### src/common/mdd_cfg.svh
// Constants of the MAC descriptor DMA: register offsets, descriptor fields, timing.
// Assumes a 25 MHz system clock and 32-bit Avalon-MM software access.
`ifndef MDD_CFG_SVH
`define MDD_CFG_SVH

`define MDD_CLK_NS          40
// Register byte offsets
`define MDD_OFF_CTRL        5'h00
`define MDD_OFF_TXHEAD      5'h04
`define MDD_OFF_RXHEAD      5'h08
`define MDD_OFF_STATUS      5'h0C
`define MDD_OFF_DEMAND      5'h10
// Control register bits
`define MDD_CTL_RXRUN       0
`define MDD_CTL_TXRUN       1
`define MDD_CTL_STRIPFCS    2
`define MDD_CTL_HBCHECK     3
`define MDD_CTL_NODEFER     4
`define MDD_CTL_SENDPAUSE   5
`define MDD_CTL_FULLDUP     6
`define MDD_CTL_SPEED100    7
// Descriptor codes and fields
`define MDD_RX_OWN_CPU      2'h0
`define MDD_RX_OWN_DEV      2'h2
`define MDD_RX_OWN_NAT      2'h3
`define MDD_TX_OWN_DEV      1'h1
`define MDD_TXW0_IRQEN      2
`define MDD_TXW0_FCS        1
`define MDD_TXW0_PAD        0
`define MDD_HEAD_RESET      32'hFFFF_FFFC
`define MDD_WORD_MASK       32'hFFFF_FFFC
`define MDD_FCS_BYTES       16'h0004
`define MDD_RUNT_BYTES      16'h0040
`define MDD_MAX_BYTES       16'h05EE
`define MDD_PAD_BYTES       16'h003C
`define MDD_LATE_BYTES      16'h0040
`define MDD_COLL_LAST       4'hF
// Deferral limits in ns and their cycle counts
`define MDD_DEFER100_NS     327680
`define MDD_DEFER10_NS      3276800
`define MDD_DEFER100_CYC    (`MDD_DEFER100_NS / `MDD_CLK_NS)
`define MDD_DEFER10_CYC     (`MDD_DEFER10_NS / `MDD_CLK_NS)

`endif

### src/common/mdd_pkg.sv
// Types of the MAC descriptor DMA.
// Assumes mdd_cfg.svh is compiled alongside for the constants.
`default_nettype none
package mdd_pkg;

   typedef enum logic [2:0] {
      MDD_IDLE, MDD_FETCH, MDD_RX_WAIT, MDD_RX_WB, MDD_TX_SEND, MDD_TX_WB2, MDD_TX_WB0
   } mdd_state_t;

   // Memory request towards the system bus bridge
   typedef struct packed {
      logic        req;
      logic        we;
      logic [31:0] addr;
      logic [31:0] wdata;
   } mdd_mem_t;

   // Frame request towards the MAC transmit path
   typedef struct packed {
      logic        start;
      logic        abort;
      logic [31:0] addr;
      logic [15:0] len;
      logic        fcs;
   } mdd_txcmd_t;

   // Outcome of one received frame, from the MAC receive path
   typedef struct packed {
      logic        done;
      logic [15:0] len;
      logic        oddBits;
      logic        crcBad;
      logic        nat;
      logic        irq;
   } mdd_rxres_t;

   // Live transmit conditions from the MAC
   typedef struct packed {
      logic        done;
      logic        collision;
      logic [15:0] sentBytes;
      logic        carrier;
      logic        deferring;
      logic        heartbeatMissing;
      logic        pauseRx;
   } mdd_txres_t;

   typedef struct packed {
      mdd_state_t  st;
      logic [1:0]  idx;
      logic        isTx;
      logic        lastTx;
      logic [7:0]  ctrl;
      logic [31:0] txHead;
      logic [31:0] rxHead;
      logic        txStall;
      logic        rxStall;
      mdd_mem_t    mem;
      logic [31:0] w0;
      logic [31:0] bufAddr;
      logic [15:0] len;
      logic [31:0] next;
      logic        rxReady;
      mdd_txcmd_t  tx;
      logic [3:0]  coll;
      logic        late;
      logic        noCar;
      logic        postponed;
      logic        excess_wait_flag;
      logic        abort;
      logic [16:0] deferCnt;
      logic        txIrq;
      logic        ack;
      logic [31:0] rdata;
   } mdd_regs_t;

endpackage
`default_nettype wire

### src/mdd_desc_dma.sv
// Descriptor DMA engine for the Ethernet MAC: walks linked receive and transmit
// descriptors in system memory, hands buffers to the MAC and writes status back.
// Assumes a memory port that holds ack high for one cycle per completed access,
// and MAC paths that move the frame bytes themselves.
//
// Function
// Receive owner 00 CPU, 10 controller
// Receive done: owner 00, or 11 translated
// Software returns receive descriptor with 10
// Runt under 64, oversize over 1518
// Flag CRC mismatch and odd bit length
// Flag frame stored and interrupt cause
// Length includes FCS unless strip_fcs set
// Receive buffer at base plus byte offset
// Word 3 link, low two bits ignored
// Transmit done clears owner bit 31
// Software sets owner bit after preparing
// tx_irq_enable gates completion interrupt
// fcs_append requests 4-byte CRC
// pad_enable pads frames under 60 bytes
// Transmit reads tx_length bytes from base+offset
// Sixteen collisions abort, tally zero, flag
// Heartbeat check only 10M half duplex
// Flag pause hold and halted transmit
// Late collision after 64 bytes, half duplex
// No carrier during send, half duplex
// Excess deferral limit per speed
// Done, irq and deferred-once flags
// Receive descriptor is four words
// Follow links, stop at CPU-owned descriptor
`include "mdd_cfg.svh"
`default_nettype none

module mdd_desc_dma #(
   parameter int DEFER100_CYC = `MDD_DEFER100_CYC,
   parameter int DEFER10_CYC  = `MDD_DEFER10_CYC
) (
   input  wire logic           clk,
   input  wire logic           rst_n,
   input  wire logic [4:0]     avs_address,
   input  wire logic           avs_read,
   input  wire logic           avs_write,
   input  wire logic [31:0]    avs_writedata,
   input  wire logic [3:0]     avs_byteenable,
   output logic [31:0]         avs_readdata,
   output logic                avs_waitrequest,
   output mdd_pkg::mdd_mem_t   memReq,
   input  wire logic           memAck,
   input  wire logic [31:0]    memRdata,
   output logic                rxBufReady,
   output logic [31:0]         rxBufAddr,
   input  wire mdd_pkg::mdd_rxres_t rxRes,
   output mdd_pkg::mdd_txcmd_t txCmd,
   input  wire mdd_pkg::mdd_txres_t txRes,
   output logic                txIrq
);

   mdd_pkg::mdd_regs_t q;
   mdd_pkg::mdd_regs_t d;

   logic        halfDup;
   logic        busReq;
   logic [31:0] wmask;
   logic [31:0] wbWord;
   logic [15:0] rxLen;
   logic        txEnd;
   logic [16:0] deferLim;

   assign halfDup = ~q.ctrl[`MDD_CTL_FULLDUP];
   assign busReq  = avs_read | avs_write;
   assign deferLim = q.ctrl[`MDD_CTL_SPEED100] ? 17'(DEFER100_CYC) : 17'(DEFER10_CYC);

   // Byte lanes of a write
   for (genvar b = 0; b < 4; b++) begin : g_lane
      assign wmask[8*b +: 8] = {8{avs_byteenable[b]}};
   end

   always_comb begin
      d = q;
      d.ack = busReq & ~q.ack;
      d.tx.start = 1'b0;
      d.tx.abort = 1'b0;
      d.txIrq = 1'b0;
      rxLen = 16'h0000;
      txEnd = 1'b0;
      wbWord = 32'h0000_0000;

      // Register reads are captured in the wait cycle so data stand at the accept edge
      if (avs_read && !q.ack) begin
         unique case (avs_address)
            `MDD_OFF_CTRL:   d.rdata = {24'h00_0000, q.ctrl};
            `MDD_OFF_TXHEAD: d.rdata = q.txHead;
            `MDD_OFF_RXHEAD: d.rdata = q.rxHead;
            `MDD_OFF_STATUS: d.rdata = {26'h000_0000, q.st, q.txStall, q.rxStall, q.isTx};
            default:         d.rdata = 32'h0000_0000;
         endcase
      end
      if (avs_write && q.ack) begin
         unique case (avs_address)
            `MDD_OFF_CTRL:   d.ctrl = (q.ctrl & ~wmask[7:0]) | (avs_writedata[7:0] & wmask[7:0]);
            `MDD_OFF_TXHEAD: d.txHead = ((q.txHead & ~wmask) | (avs_writedata & wmask))
                                        & `MDD_WORD_MASK;
            `MDD_OFF_RXHEAD: d.rxHead = ((q.rxHead & ~wmask) | (avs_writedata & wmask))
                                        & `MDD_WORD_MASK;
            `MDD_OFF_DEMAND: begin
               if (avs_byteenable[0] && avs_writedata[0]) d.rxStall = 1'b0;
               if (avs_byteenable[0] && avs_writedata[1]) d.txStall = 1'b0;
            end
            default: ;
         endcase
      end

      unique case (q.st)
         mdd_pkg::MDD_IDLE: begin
            // Alternate between the two rings so neither starves
            if (q.ctrl[`MDD_CTL_TXRUN] && !d.txStall
                && (!q.lastTx || !q.ctrl[`MDD_CTL_RXRUN] || d.rxStall)) begin
               d.isTx = 1'b1;
               d.lastTx = 1'b1;
               d.idx = 2'h0;
               d.st = mdd_pkg::MDD_FETCH;
               d.mem = '{req: 1'b1, we: 1'b0, addr: q.txHead, wdata: 32'h0000_0000};
            end else if (q.ctrl[`MDD_CTL_RXRUN] && !d.rxStall) begin
               d.isTx = 1'b0;
               d.lastTx = 1'b0;
               d.idx = 2'h0;
               d.st = mdd_pkg::MDD_FETCH;
               d.mem = '{req: 1'b1, we: 1'b0, addr: q.rxHead, wdata: 32'h0000_0000};
            end
         end

         mdd_pkg::MDD_FETCH: begin
            if (memAck) begin
               d.mem.req = 1'b1;
               d.mem.addr = q.mem.addr + 32'h0000_0004;
               d.idx = q.idx + 2'h1;
               unique case (q.idx)
                  2'h0: begin
                     d.w0 = memRdata;
                     // A descriptor still held by the CPU ends the walk
                     if (q.isTx && memRdata[31] != `MDD_TX_OWN_DEV) begin
                        d.txStall = 1'b1;
                        d.mem.req = 1'b0;
                        d.st = mdd_pkg::MDD_IDLE;
                     end else if (!q.isTx && memRdata[31:30] != `MDD_RX_OWN_DEV) begin
                        d.rxStall = 1'b1;
                        d.mem.req = 1'b0;
                        d.st = mdd_pkg::MDD_IDLE;
                     end
                  end
                  2'h1: begin
                     d.bufAddr = memRdata;
                     // Word 2 of a receive descriptor carries nothing; skip it
                     if (!q.isTx) begin
                        d.idx = 2'h3;
                        d.mem.addr = q.mem.addr + 32'h0000_0008;
                     end
                  end
                  2'h2: d.len = memRdata[15:0];
                  2'h3: begin
                     d.next = memRdata & `MDD_WORD_MASK;
                     d.mem.req = 1'b0;
                     if (q.isTx) begin
                        d.tx.start = 1'b1;
                        d.tx.addr = q.bufAddr;
                        d.tx.fcs = q.w0[`MDD_TXW0_FCS];
                        d.tx.len = (q.w0[`MDD_TXW0_PAD] && q.len < `MDD_PAD_BYTES)
                                   ? `MDD_PAD_BYTES : q.len;
                        d.coll = 4'h0;
                        d.late = 1'b0;
                        d.noCar = 1'b0;
                        d.postponed = 1'b0;
                        d.excess_wait_flag = 1'b0;
                        d.abort = 1'b0;
                        d.deferCnt = 17'h0_0000;
                        d.st = mdd_pkg::MDD_TX_SEND;
                     end else begin
                        d.rxReady = 1'b1;
                        d.st = mdd_pkg::MDD_RX_WAIT;
                     end
                  end
                  default: ;
               endcase
            end
         end

         mdd_pkg::MDD_RX_WAIT: begin
            if (rxRes.done) begin
               rxLen = q.ctrl[`MDD_CTL_STRIPFCS] ? rxRes.len - `MDD_FCS_BYTES : rxRes.len;
               wbWord[31:30] = rxRes.nat ? `MDD_RX_OWN_NAT : `MDD_RX_OWN_CPU;
               wbWord[22] = rxRes.len < `MDD_RUNT_BYTES;
               wbWord[21] = rxRes.oddBits;
               wbWord[20] = 1'b1;
               wbWord[19] = rxRes.len > `MDD_MAX_BYTES;
               wbWord[17] = rxRes.crcBad;
               wbWord[16] = rxRes.irq;
               wbWord[15:0] = rxLen;
               d.rxReady = 1'b0;
               d.mem = '{req: 1'b1, we: 1'b1, addr: q.rxHead, wdata: wbWord};
               d.st = mdd_pkg::MDD_RX_WB;
            end
         end

         mdd_pkg::MDD_RX_WB: begin
            if (memAck) begin
               d.mem.req = 1'b0;
               d.rxHead = q.next;
               d.st = mdd_pkg::MDD_IDLE;
            end
         end

         mdd_pkg::MDD_TX_SEND: begin
            if (halfDup) begin
               if (txRes.collision) begin
                  d.coll = q.coll + 4'h1;
                  if (txRes.sentBytes >= `MDD_LATE_BYTES) d.late = 1'b1;
                  if (q.coll == `MDD_COLL_LAST) begin
                     d.abort = 1'b1;
                     d.tx.abort = 1'b1;
                     txEnd = 1'b1;
                  end
               end
               if (!txRes.carrier) d.noCar = 1'b1;
               if (txRes.deferring) begin
                  d.postponed = 1'b1;
                  if (q.deferCnt != deferLim) d.deferCnt = q.deferCnt + 17'h0_0001;
                  else if (!q.ctrl[`MDD_CTL_NODEFER]) d.excess_wait_flag = 1'b1;
               end
            end
            if (txRes.done) txEnd = 1'b1;
            if (txEnd) begin
               wbWord[31:28] = d.coll;
               wbWord[26] = q.ctrl[`MDD_CTL_HBCHECK] && halfDup
                            && !q.ctrl[`MDD_CTL_SPEED100] && txRes.heartbeatMissing;
               wbWord[25] = txRes.pauseRx | q.ctrl[`MDD_CTL_SENDPAUSE];
               wbWord[24] = ~q.ctrl[`MDD_CTL_TXRUN];
               wbWord[23] = d.late;
               wbWord[22] = d.abort;
               wbWord[21] = d.noCar;
               wbWord[20] = d.excess_wait_flag;
               wbWord[19] = ~d.abort;
               wbWord[17] = d.postponed;
               wbWord[16] = q.w0[`MDD_TXW0_IRQEN];
               wbWord[15:0] = q.len;
               d.mem = '{req: 1'b1, we: 1'b1, addr: q.txHead + 32'h0000_0008, wdata: wbWord};
               d.st = mdd_pkg::MDD_TX_WB2;
            end
         end

         // Status is written before ownership so software never sees a stale word 2
         mdd_pkg::MDD_TX_WB2: begin
            if (memAck) begin
               d.mem = '{req: 1'b1, we: 1'b1, addr: q.txHead, wdata: {1'b0, q.w0[30:0]}};
               d.st = mdd_pkg::MDD_TX_WB0;
            end
         end

         mdd_pkg::MDD_TX_WB0: begin
            if (memAck) begin
               d.mem.req = 1'b0;
               d.txIrq = q.w0[`MDD_TXW0_IRQEN];
               d.txHead = q.next;
               d.st = mdd_pkg::MDD_IDLE;
            end
         end
      endcase
   end

   always_ff @(posedge clk) begin
      if (!rst_n) begin
         q <= '0;
         q.txHead <= `MDD_HEAD_RESET;
         q.rxHead <= `MDD_HEAD_RESET;
      end else begin
         q <= d;
      end
   end

   assign avs_waitrequest = busReq & ~q.ack;
   assign avs_readdata = q.rdata;
   assign memReq = q.mem;
   assign rxBufReady = q.rxReady;
   assign rxBufAddr = q.bufAddr;
   assign txCmd = q.tx;
   assign txIrq = q.txIrq;

endmodule
`default_nettype wire

### config.mk
export PLATFORM = sky130hd
export DESIGN_NAME = mdd_desc_dma
export DESIGN_NICKNAME = d
export VERILOG_FILES = /design/src/common/mdd_pkg.sv /design/src/mdd_desc_dma.sv
export VERILOG_INCLUDE_DIRS = /design/src /design/src/common
export SDC_FILE = /design/constraint.sdc
export NUM_CORES = 1
export LEC_CHECK = 0
export BUFFER_PORTS_ARGS = -buffer_cell sky130_fd_sc_hd__buf_4
export CORE_UTILIZATION = 57
export CTS_CLUSTER_DIAMETER = 100
export DETAILED_ROUTE_END_ITERATION = 16
export MAX_ROUTING_LAYER = met4
export PLACE_DENSITY = 0.8
export SLEW_MARGIN = 20
export SYNTH_ARGS = -nofsm -noshare
export SYNTH_HDL_FRONTEND = slang
export SYNTH_SLANG_ARGS = --single-unit
### constraint.sdc
create_clock -name clk -period 3.33 [get_ports clk]
set_clock_uncertainty 0.05 [all_clocks]
set_input_delay 0.4995 -clock clk [delete_from_list [all_inputs] [get_ports clk]]
set_output_delay 0.4995 -clock clk [all_outputs]
set_load 0.01 [all_outputs]
==> results of run 1 <==
==> cells in the final DEF, fill, tap and decap left out, drive strengths merged, types with 7 or more instances in the layout <==
cell    Yosys  layout
nand2     425     425
buf       226     370
dfxtp     367     367
a21oi     248     248
nor2      195     195
o21ai     114     114
clkbuf    136      55
mux2i      54      54
nand3      53      53
a22oi      51      51
and3       51      51
a211oi     48      48
xnor2      32      32
mux2       30      30
inv        28      30
nor4       29      29
nor3       25      25
xor2       24      24
nand4      23      23
o221ai     18      18
a31oi      17      17
or3        15      15
and4       13      13
nand2b     13      13
o211a      13      13
ha         12      12
o211ai     10      10
clkinv      0      10
a221oi      9       9
nor2b       9       9
and2        8       8
o21a        8       8
a222oi      8       8
o22ai       8       8
nand3b      7       7
or4         7       7
==> per-layer routing <==
| metal | global-route usage, % | vias up | share of wire (%) |
|---|---|---|---|
| met5 | - | - | 0 |
| met3 | 8.43 | 188 | 11 |
| li1 | - | 8427 | - |
| met1 | 47.8 | 8754 | 39 |
| met4 | 17.1 | 0 | 4.6 |
| met2 | 58.9 | 1120 | 45 |
==> sequential cells by signal (all words and copies together) (netlist names), named ones only <==
| name | cells |
|---|---|
| rxBufReady | 1 |
| txIrq | 1 |
| memReq | 66 |
| txCmd | 51 |
| rxBufAddr | 32 |
| avs_readdata | 32 |
| q | 176 |
==> cells by family after synthesis <==
kind of cell             share of synthesized area, %
multiplexers                                     5.29
AO/OA/AOI/OAI                                    19.9
AND/OR/NAND/NOR                                  21.6
adder cells (fa/ha/maj)                         0.784
XOR/XNOR                                         2.56
buffers and inverters                            11.5
flip-flops                                       38.4
==> through the flow <==
stage	hold WS [ps]	total power, mW
global route	165	11.1
finish	149	10.7
detailed placement	395	6.14
CTS	145	10.7
floorplan	383	5.64
global placement	390	6.12
==> path summary, 6_finish.rpt <==
check	slack, ps	depth (start not counted)	end	startpoint
max	370	7	memReq[47]	q[56]
min	150	3	register	avs_writedata[3]
max reg2reg	370	7	memReq[47]	q[56]
min reg2reg	400	2	q[209]	q[209]
==> worst min-delay path, stage by stage <==
cell	delay [ps]
buf_4	90
mux2i_1	60
nor2_1	70
==> final cells by class <==
class | instances | area [um2] | area share, %
flip-flops and latches | 367 | 7350 | 33.6
repair buffers | 370 | 2830 | 12.9
well taps | 442 | 553 | 2.53
inverters | 28 | 110 | 0.504
clock buffers | 55 | 1110 | 5.07
multi-input cells | 1661 | 9630 | 44.1
clock inverters | 17 | 272 | 1.24
==> power breakdown <==
part	internal [mW]	switching (mW)
clock	2.75	1.90
sequential	4.53	0.155
combinational	0.577	0.820
total	7.86	2.88
==> flow_metrics.env, run 1 <==
export IMPL_grt_first_pass_wirelength_mm=98.6
export IMPL_fmax_ghz=0.337
export IMPL_yosys_warnings=0
export IMPL_synth_edff_count=0
export IMPL_port_buffers=298
export IMPL_final_cells=2940
export IMPL_grt_setup_unrepaired="false"
export IMPL_yosys_area_top_type="dfxtp_1"
export IMPL_arrival_ps=3370
export IMPL_setup_slack_ps=367
export IMPL_detail_route_vias_per_cell=6.29
export IMPL_cts_buffers=40
export IMPL_start_util_pct=58.4
export IMPL_grt_max_degree=133
export IMPL_fin_util_pct=66.7
export IMPL_placed_cell_area_mm2=0.0205
export IMPL_area_delta_synth_final_pct=14.1
export IMPL_placement_rows=66
export IMPL_clock_latency_ps=560
export IMPL_cts_buffer_depth=3
export IMPL_fin_crit_ps=2960
export IMPL_dieHeight_um=185
export IMPL_wl_per_cell_um=22.2
export IMPL_critical_path_max_fanout=12
export IMPL_drive_above_1_share_pct=20.3
export IMPL_slew_violations=0
export IMPL_ys_async_sr_fraction_pct=0
export IMPL_grt_pass1_vias=17047
export IMPL_clk_pin_slew_ps=60
export IMPL_synthTopCellsByCount="nand2_1 (424), dfxtp_1 (367), a21oi_1 (248)"
export IMPL_clock_tree_root_cell="clkbuf_16"
export IMPL_gp_congestion=1.00
export IMPL_antenna_found_initial=1
export IMPL_pin_count=305
export IMPL_dp_cells=2868
export IMPL_dieWidth_um=185
export IMPL_syn_area_mm2=0.0192
export IMPL_fillers=2737
export IMPL_synth_area_leaders="dfxtp_1 (38%), nand2_1 (8.3%), buf_4 (7.1%), a21oi_1 (6.5%), nor2_1 (3.8%)"
export IMPL_cts_hold_buf=0
export IMPL_core_area_mm2=0.0328
export IMPL_p_per_area_mw_per_mm2=492
export IMPL_syn_num_nets=2551
export IMPL_num_vias=18489
export IMPL_critical_path_required_ps=3730
export IMPL_path_cells="ha_1 > nand3b_1 > nor2_1 > a2bb2oi_1 > and3_1 > nand2_1 > o211ai_1"
export IMPL_status="complete, no violations"
export IMPL_grt_usage_pct=38.2
export IMPL_start_kind="register"
export IMPL_critical_path_class="register to register"
export IMPL_synthCells=2418
export IMPL_hpwl_mm=46.7
export IMPL_drc=0
export IMPL_setup_viol=0
export IMPL_cts_setup_buffers=0
export IMPL_critical_path_max_stage_delay_ps=560
export IMPL_setup_tns_ps=0
export IMPL_critical_path_slowest_cell="nor2_1"
export IMPL_ys_flop_type="dfxtp_1"
export IMPL_p_leak_nw=8.77
export IMPL_htreeDepth=2
export IMPL_synth_most_common_cell="nand2_1"
export IMPL_yosysSeqAreaShare_pct=38.4
export IMPL_cts_tree="yes"
export IMPL_grt_ovfl_total=0
export IMPL_cp_top_family="simple AND/OR/NAND/NOR gates"
export IMPL_final_nets=2601
export IMPL_clock_sinks=367
export IMPL_post_route_cell_area_mm2=0.0219
export IMPL_cp_end_kind="register"
export IMPL_drtIter0Drc=2431
export IMPL_post_cts_resized=0
export IMPL_place_ws_ps=455
export IMPL_synth_top_area_share_pct=38.4
export IMPL_avgSynthCellArea_um2=7.92
export IMPL_n_antenna_cell=0
export IMPL_max_vdd_ir_drop_mv=0.357
export IMPL_drt_first_pass_iters=8
export IMPL_dieArea_mm2=0.0343
export IMPL_drtAntennaViolNets=0
export IMPL_tightest_slew_ps=1090
export IMPL_finalWirelength_mm=65.3
export IMPL_hold_viol=0
export IMPL_synth_cell_types=86
export IMPL_fin_crit_sh_pct=89.0
export IMPL_slew_headroom_pct=26.8
export IMPL_hold_class="input pin to register"
export IMPL_synth_seq_cells=367
export IMPL_cap_violations=0
export IMPL_path_buf_inv=0
Note: power is estimated with default switching activity, not from simulation.
==> inputs of run 2 (changes only) <==
==> constraint.sdc (replaced) <==
create_clock -name clk -period 3.33 [get_ports clk]
set_clock_uncertainty 0.05 [all_clocks]
set_input_delay 0.333 -clock clk [delete_from_list [all_inputs] [get_ports clk]]
set_output_delay 0.333 -clock clk [all_outputs]
set_load 0.01 [all_outputs]
==> run 2 against run 1 <==
Against the previous run: worst setup slack improved by 190 ps; sequential share of layout area down 0.13 points; utilization grew 0.26 points; total power up 2.2%; global-route usage shrank 0.24 points; fmax rose by 6.7%; combinational power is essentially flat; largest cell class unchanged.
==> flow_metrics.env, run 2 (synthesis results as in run 1) <==
export IMPL_clock_tree_root_cell="clkbuf_16"
export IMPL_clock_latency_ps=540
export IMPL_cts_buffers=40
export IMPL_hold_ws_ps=5.36
export IMPL_placement_rows=66
export IMPL_pin_count=305
export IMPL_status="complete, no violations"
export IMPL_critical_path_required_ps=3700
export IMPL_drc=0
export IMPL_fmax_ghz=0.360
export IMPL_critical_path_slowest_cell="dfxtp_1"
export IMPL_regMostFlops="q"
export IMPL_port_buffers=298
export IMPL_grt_usage_pct=38.0
export IMPL_fin_crit_ps=2780
export IMPL_slew_headroom_pct=27.4
export IMPL_setup_tns_ps=0
export IMPL_start_util_pct=58.4
export IMPL_antenna_found_initial=0
export IMPL_p_clk_share_pct=44.6
export IMPL_cap_violations=0
export IMPL_start_kind="register"
export IMPL_core_area_mm2=0.0328
export IMPL_pwr_share_comb_pct=12.7
export IMPL_fin_crit_sh_pct=83.4
export IMPL_clock_sinks=367
export IMPL_finalPower_mw=11.0
export IMPL_clk_pin_slew_ps=60
export IMPL_max_vdd_ir_drop_mv=0.359
export IMPL_critical_path_class="register to register"
export IMPL_hold_class="input pin to register"
export IMPL_slew_violations=0
export IMPL_setup_viol=0
export IMPL_grt_max_degree=121
export IMPL_dieHeight_um=185
export IMPL_tightest_slew_ps=1090
export IMPL_fillers=2680
export IMPL_drive_above_1_share_pct=20.4
export IMPL_final_common_cell="nand2_1"
export IMPL_dieWidth_um=185
export IMPL_cts_buffer_depth=3
export IMPL_drtIter0Drc=2085
export IMPL_path_buf_inv=2
export IMPL_cts_tree="yes"
export IMPL_arrival_ps=3150
export IMPL_fin_util_pct=66.9
export IMPL_num_vias=18241
export IMPL_dieArea_mm2=0.0343
export IMPL_n_antenna_cell=0
export IMPL_p_int_mw=8.15
export IMPL_hold_viol=0
export IMPL_grt_ovfl_total=0
export IMPL_p_sw_mw=2.83
export IMPL_final_cells=2939
export IMPL_p_seq_share_pct=42.6
export IMPL_path_cells="buf_4 > inv_2 > nor3_2 > o21ai_0 > o211a_1 > a221oi_1"
export IMPL_drt_first_pass_iters=6
export IMPL_p_per_area_mw_per_mm2=501
export IMPL_htreeDepth=2
export IMPL_area_delta_synth_final_pct=14.5
export IMPL_cp_top_family="compound AO/OA/AOI/OAI gates"
export IMPL_p_leak_nw=8.81
export IMPL_final_cell_mix="nand2_1 (424), dfxtp_1 (366), buf_4 (363), a21oi_1 (248), nor2_1 (192)"
export IMPL_grt_pass1_vias=17106
export IMPL_dp_cells=2866
export IMPL_critical_path_max_stage_delay_ps=740
export IMPL_grt_setup_unrepaired="false"
export IMPL_cp_end_kind="register"
export IMPL_sw_frac_of_total_pct=25.8
export IMPL_hpwl_mm=46.2
export IMPL_detail_route_vias_per_cell=6.21
export IMPL_final_nets=2600
export IMPL_finalWirelength_mm=64.7
export IMPL_grt_first_pass_wirelength_mm=97.7
export IMPL_wl_per_cell_um=22.0
export IMPL_drtAntennaViolNets=0
export IMPL_critical_path_max_fanout=15
export IMPL_largest_reg_flops=176
export IMPL_gp_congestion=0.979
-- run 2: changes by cell type in the layout (fill, tap and decap cells not counted) --
cell           delta
buf_12            +1
buf_4             -3
bufinv_16         +3
clkbuf_1          -4
clkbuf_8          +4
clkinv_16         -2
clkinv_2          -2
clkinv_8          +1
dlygate4sd3_1     +1
-- run 2: what timing repair did --
action | 4_1_cts | 5_1_grt
gates resized for setup | 0 | 0
endpoints found under the setup margin | 0 | 0
endpoints found under the hold margin | 1 | 0
setup buffers | 0 | 0
hold buffers | 1 | 0
-- run 2: stage by stage --
stage / worst slack (ps) / cell area, um2
6_report: 554 / 21900
3_5_place_dp: 562 / 20500
5_1_grt: 445 / 21900
2_1_floorplan: 1020 / 19200
4_1_cts: 670 / 21900
3_3_place_gp: 612 / 20500
-- run 2: metal layers --
metal	global-route usage (%)	vias to the layer above	wire length, um
met1	47.6	8565	25900
met2	59.3	1046	29300
met4	18.4	0	3300
met3	6.35	208	6200
met5	-	-	0
li1	-	8422	-
-- run 2: path summary, 6_finish.rpt --
check,start,endpoint,slack [ps],depth (start not counted)
worst max-delay path,q[369],memReq[62],550,6
worst min-delay path,avs_writedata[5],register,5,3
worst max register to register,q[369],memReq[62],550,6
worst min register to register,txCmd[36],txCmd[36],400,2
-- run 2: final cells by class --
class                   count  area [um2]  area share (%)
clock inverters            17         308            1.40
repair buffers            369        2840            12.9
well taps                 442         553            2.52
flip-flops and latches    367        7350            33.5
inverters                  28         110           0.502
multi-input cells        1661        9630            43.9
clock buffers              55        1150            5.23
-- run 2: power groups by stage --
stage | Combinational (mW) | Sequential (mW) | Clock (mW)
floorplan | 0.920 | 4.72 | 0
global placement | 1.35 | 4.77 | 0
detailed placement | 1.36 | 4.77 | 0
CTS | 1.37 | 4.68 | 4.91
global route | 1.48 | 4.70 | 5.11
finish | 1.40 | 4.68 | 4.90
-- run 2: worst min-delay path: stages --
cell,delay [ps]
buf_4,90
mux2i_1,60
nor2_1,70
==> inputs of run 3 (changes only) <==
Settings changed: ABC_AREA set to 1, CORE_UTILIZATION 57 to 52, PLACE_DENSITY 0.8 to 0.77.
Clock period 3.33 ns to 2.29 ns, I/O delays scaled along.
==> run 3 against run 2 <==
Against the previous run: utilization down 3.8 points; clock power up 44%; critical path depth up 4; cell count up 27%; non-clock buffer count up 72; sequential power up 53%; clock-buffer cell count down 6; hold slack better by 9.5 ps; first-iteration DRC count down 15%; critical path type unchanged; critical endpoint is now memReq[63].
==> flow_metrics.env, run 3 <==
export IMPL_grt_ovfl_total=0
export IMPL_setup_viol=0
export IMPL_clk_pin_slew_ps=60
export IMPL_start_util_pct=53.2
export IMPL_fin_crit_sh_pct=94.3
export IMPL_critical_path_required_ps=2700
export IMPL_detail_route_vias_per_cell=5.61
export IMPL_dieArea_mm2=0.0395
export IMPL_grt_usage_pct=38.1
export IMPL_max_vdd_ir_drop_mv=0.609
export IMPL_synth_most_common_cell="nand2_1"
export IMPL_fin_util_pct=63.1
export IMPL_dieWidth_um=199
export IMPL_final_cells=3747
export IMPL_final_cell_mix="nand2_1 (676), buf_4 (372), dfxtp_1 (367), nor2_1 (314), a21oi_1 (292)"
export IMPL_area_delta_synth_final_pct=18.7
export IMPL_hold_class="input pin to register"
export IMPL_yosys_area_top_type="dfxtp_1"
export IMPL_drtIter0Drc=1775
export IMPL_grt_first_pass_wirelength_mm=112
export IMPL_placed_cell_area_mm2=0.0218
export IMPL_placement_rows=71
export IMPL_final_common_cell="nand2_1"
export IMPL_synth_edff_count=0
export IMPL_hold_ws_ps=14.9
export IMPL_fin_crit_ps=2160
export IMPL_avgSynthCellArea_um2=6.59
export IMPL_arrival_ps=2560
export IMPL_cp_end_kind="register"
export IMPL_finalPower_mw=18.3
export IMPL_critical_path_max_fanout=25
export IMPL_regMostFlops="q"
export IMPL_synth_top_area_share_pct=36.5
export IMPL_clock_tree_root_cell="clkbuf_16"
export IMPL_dp_cells=3620
export IMPL_cts_setup_buffers=0
export IMPL_drive_above_1_share_pct=15.7
export IMPL_clock_latency_ps=580
export IMPL_clock_sinks=367
export IMPL_cap_violations=0
export IMPL_dieHeight_um=199
export IMPL_status="complete, no violations"
export IMPL_synth_seq_cells=367
export IMPL_synth_area_leaders="dfxtp_1 (37%), nand2_1 (13%), a21oi_1 (7.3%), buf_4 (6.9%), nand3_1 (6.2%)"
export IMPL_final_nets=3339
export IMPL_fmax_ghz=0.463
export IMPL_slew_violations=0
export IMPL_p_per_area_mw_per_mm2=765
export IMPL_drc=0
export IMPL_port_buffers=298
export IMPL_gp_congestion=1.01
export IMPL_setup_slack_ps=131
export IMPL_setup_tns_ps=0
export IMPL_syn_area_mm2=0.0201
export IMPL_p_leak_nw=10.9
export IMPL_pin_count=305
export IMPL_cts_tree="yes"
export IMPL_tightest_slew_ps=1030
export IMPL_ys_flop_type="dfxtp_1"
export IMPL_post_route_cell_area_mm2=0.0239
export IMPL_yosys_warnings=0
export IMPL_drt_first_pass_iters=9
export IMPL_wl_per_cell_um=19.8
export IMPL_cts_buffer_depth=3
export IMPL_largest_reg_flops=176
export IMPL_synth_cell_types=48
export IMPL_cts_buffers=40
export IMPL_slew_headroom_pct=30.8
export IMPL_antenna_found_initial=0
export IMPL_critical_path_class="register to register"
export IMPL_yosysSeqAreaShare_pct=36.5
export IMPL_n_antenna_cell=0
export IMPL_syn_num_nets=3189
export IMPL_synthCells=3056
export IMPL_drtAntennaViolNets=0
export IMPL_place_ws_ps=32.2
export IMPL_hpwl_mm=54.6
export IMPL_core_area_mm2=0.0378
export IMPL_num_vias=21037
export IMPL_ys_async_sr_fraction_pct=0
export IMPL_hold_viol=0
export IMPL_synthTopCellsByCount="nand2_1 (679), dfxtp_1 (367), nor2_1 (319)"
export IMPL_htreeDepth=2
export IMPL_start_kind="register"
export IMPL_grt_pass1_vias=19986
export IMPL_finalWirelength_mm=74.2
export IMPL_grt_max_degree=164
## run 3: cell count changes after synthesis, moves of 78 or more
cell / delta
o21ai_0: +183
o22ai_1: +78
nand3_1: +196
inv_1: +267
nor2_1: +126
nand2_1: +255
## run 3: critical path: stages (launching register included)
cell and delay (ps):
dfxtp_1 430, nand3_1 180, nor2_1 120, nand2_1 150
a21oi_4 190, buf_4 380, nand3_1 110, nand3_1 180
nand2_1 80, nor2_1 100, nor2_1 50
## run 3: repair_timing
action | 4_1_cts | 5_1_grt
hold buffers | 54 | 0
endpoints found under the hold margin | 145 | 0
endpoints found under the setup margin | 0 | 68
gates resized for setup | 0 | 15
## run 3: kinds of logic after synthesis
| logic type | count (synthesis) | share of synthesized area (%) |
|---|---|---|
| AO/OA/AOI/OAI | 683 | 18.5 |
| AND/OR/NAND/NOR | 1344 | 28.0 |
| flip-flops | 367 | 36.5 |
| multiplexers | 6 | 0.298 |
| XOR/XNOR | 5 | 0.218 |
| buffers and inverters | 639 | 15.7 |
| adder cells (fa/ha/maj) | 12 | 0.746 |
## run 3: final cells by class
| type | instances | area, um2 |
|---|---|---|
| Timing Repair Buffer | 441 | 3630 |
| Multi-Input combinational cell | 2051 | 9680 |
| Fill cell | 3531 | 14000 |
| Tap cell | 511 | 639 |
| Clock buffer | 49 | 1100 |
| Sequential cell | 367 | 7350 |
| Inverter | 305 | 1150 |
| Clock inverter | 23 | 335 |
## run 3: power by group
part           switching, mW  leakage [nW]  internal [mW]  total [mW]
logic                   2.59          7.24           1.47        4.06
clock network           2.82         0.713           4.25        7.07
registers              0.352          2.97           6.79        7.14
## run 3: path summary, 6_finish.rpt
path	startpoint	endpoint	slack [ps]	cells past startpoint
worst min-delay path	txRes[2]	q[53]	10	3
worst max-delay path	q[32]	memReq[63]	130	10
worst min register to register	q[218]	q[218]	400	2
worst max register to register	q[32]	memReq[63]	130	10
## run 3: routing by layer
layer	share of wire (%)	track usage, %	vias to the layer above	routed length, um
met5	0	-	-	0
met4	5.9	21.5	0	4410
met3	7.6	6.10	211	5650
met2	46	61.3	987	34200
met1	40	45.3	9692	29900
li1	-	-	10147	-
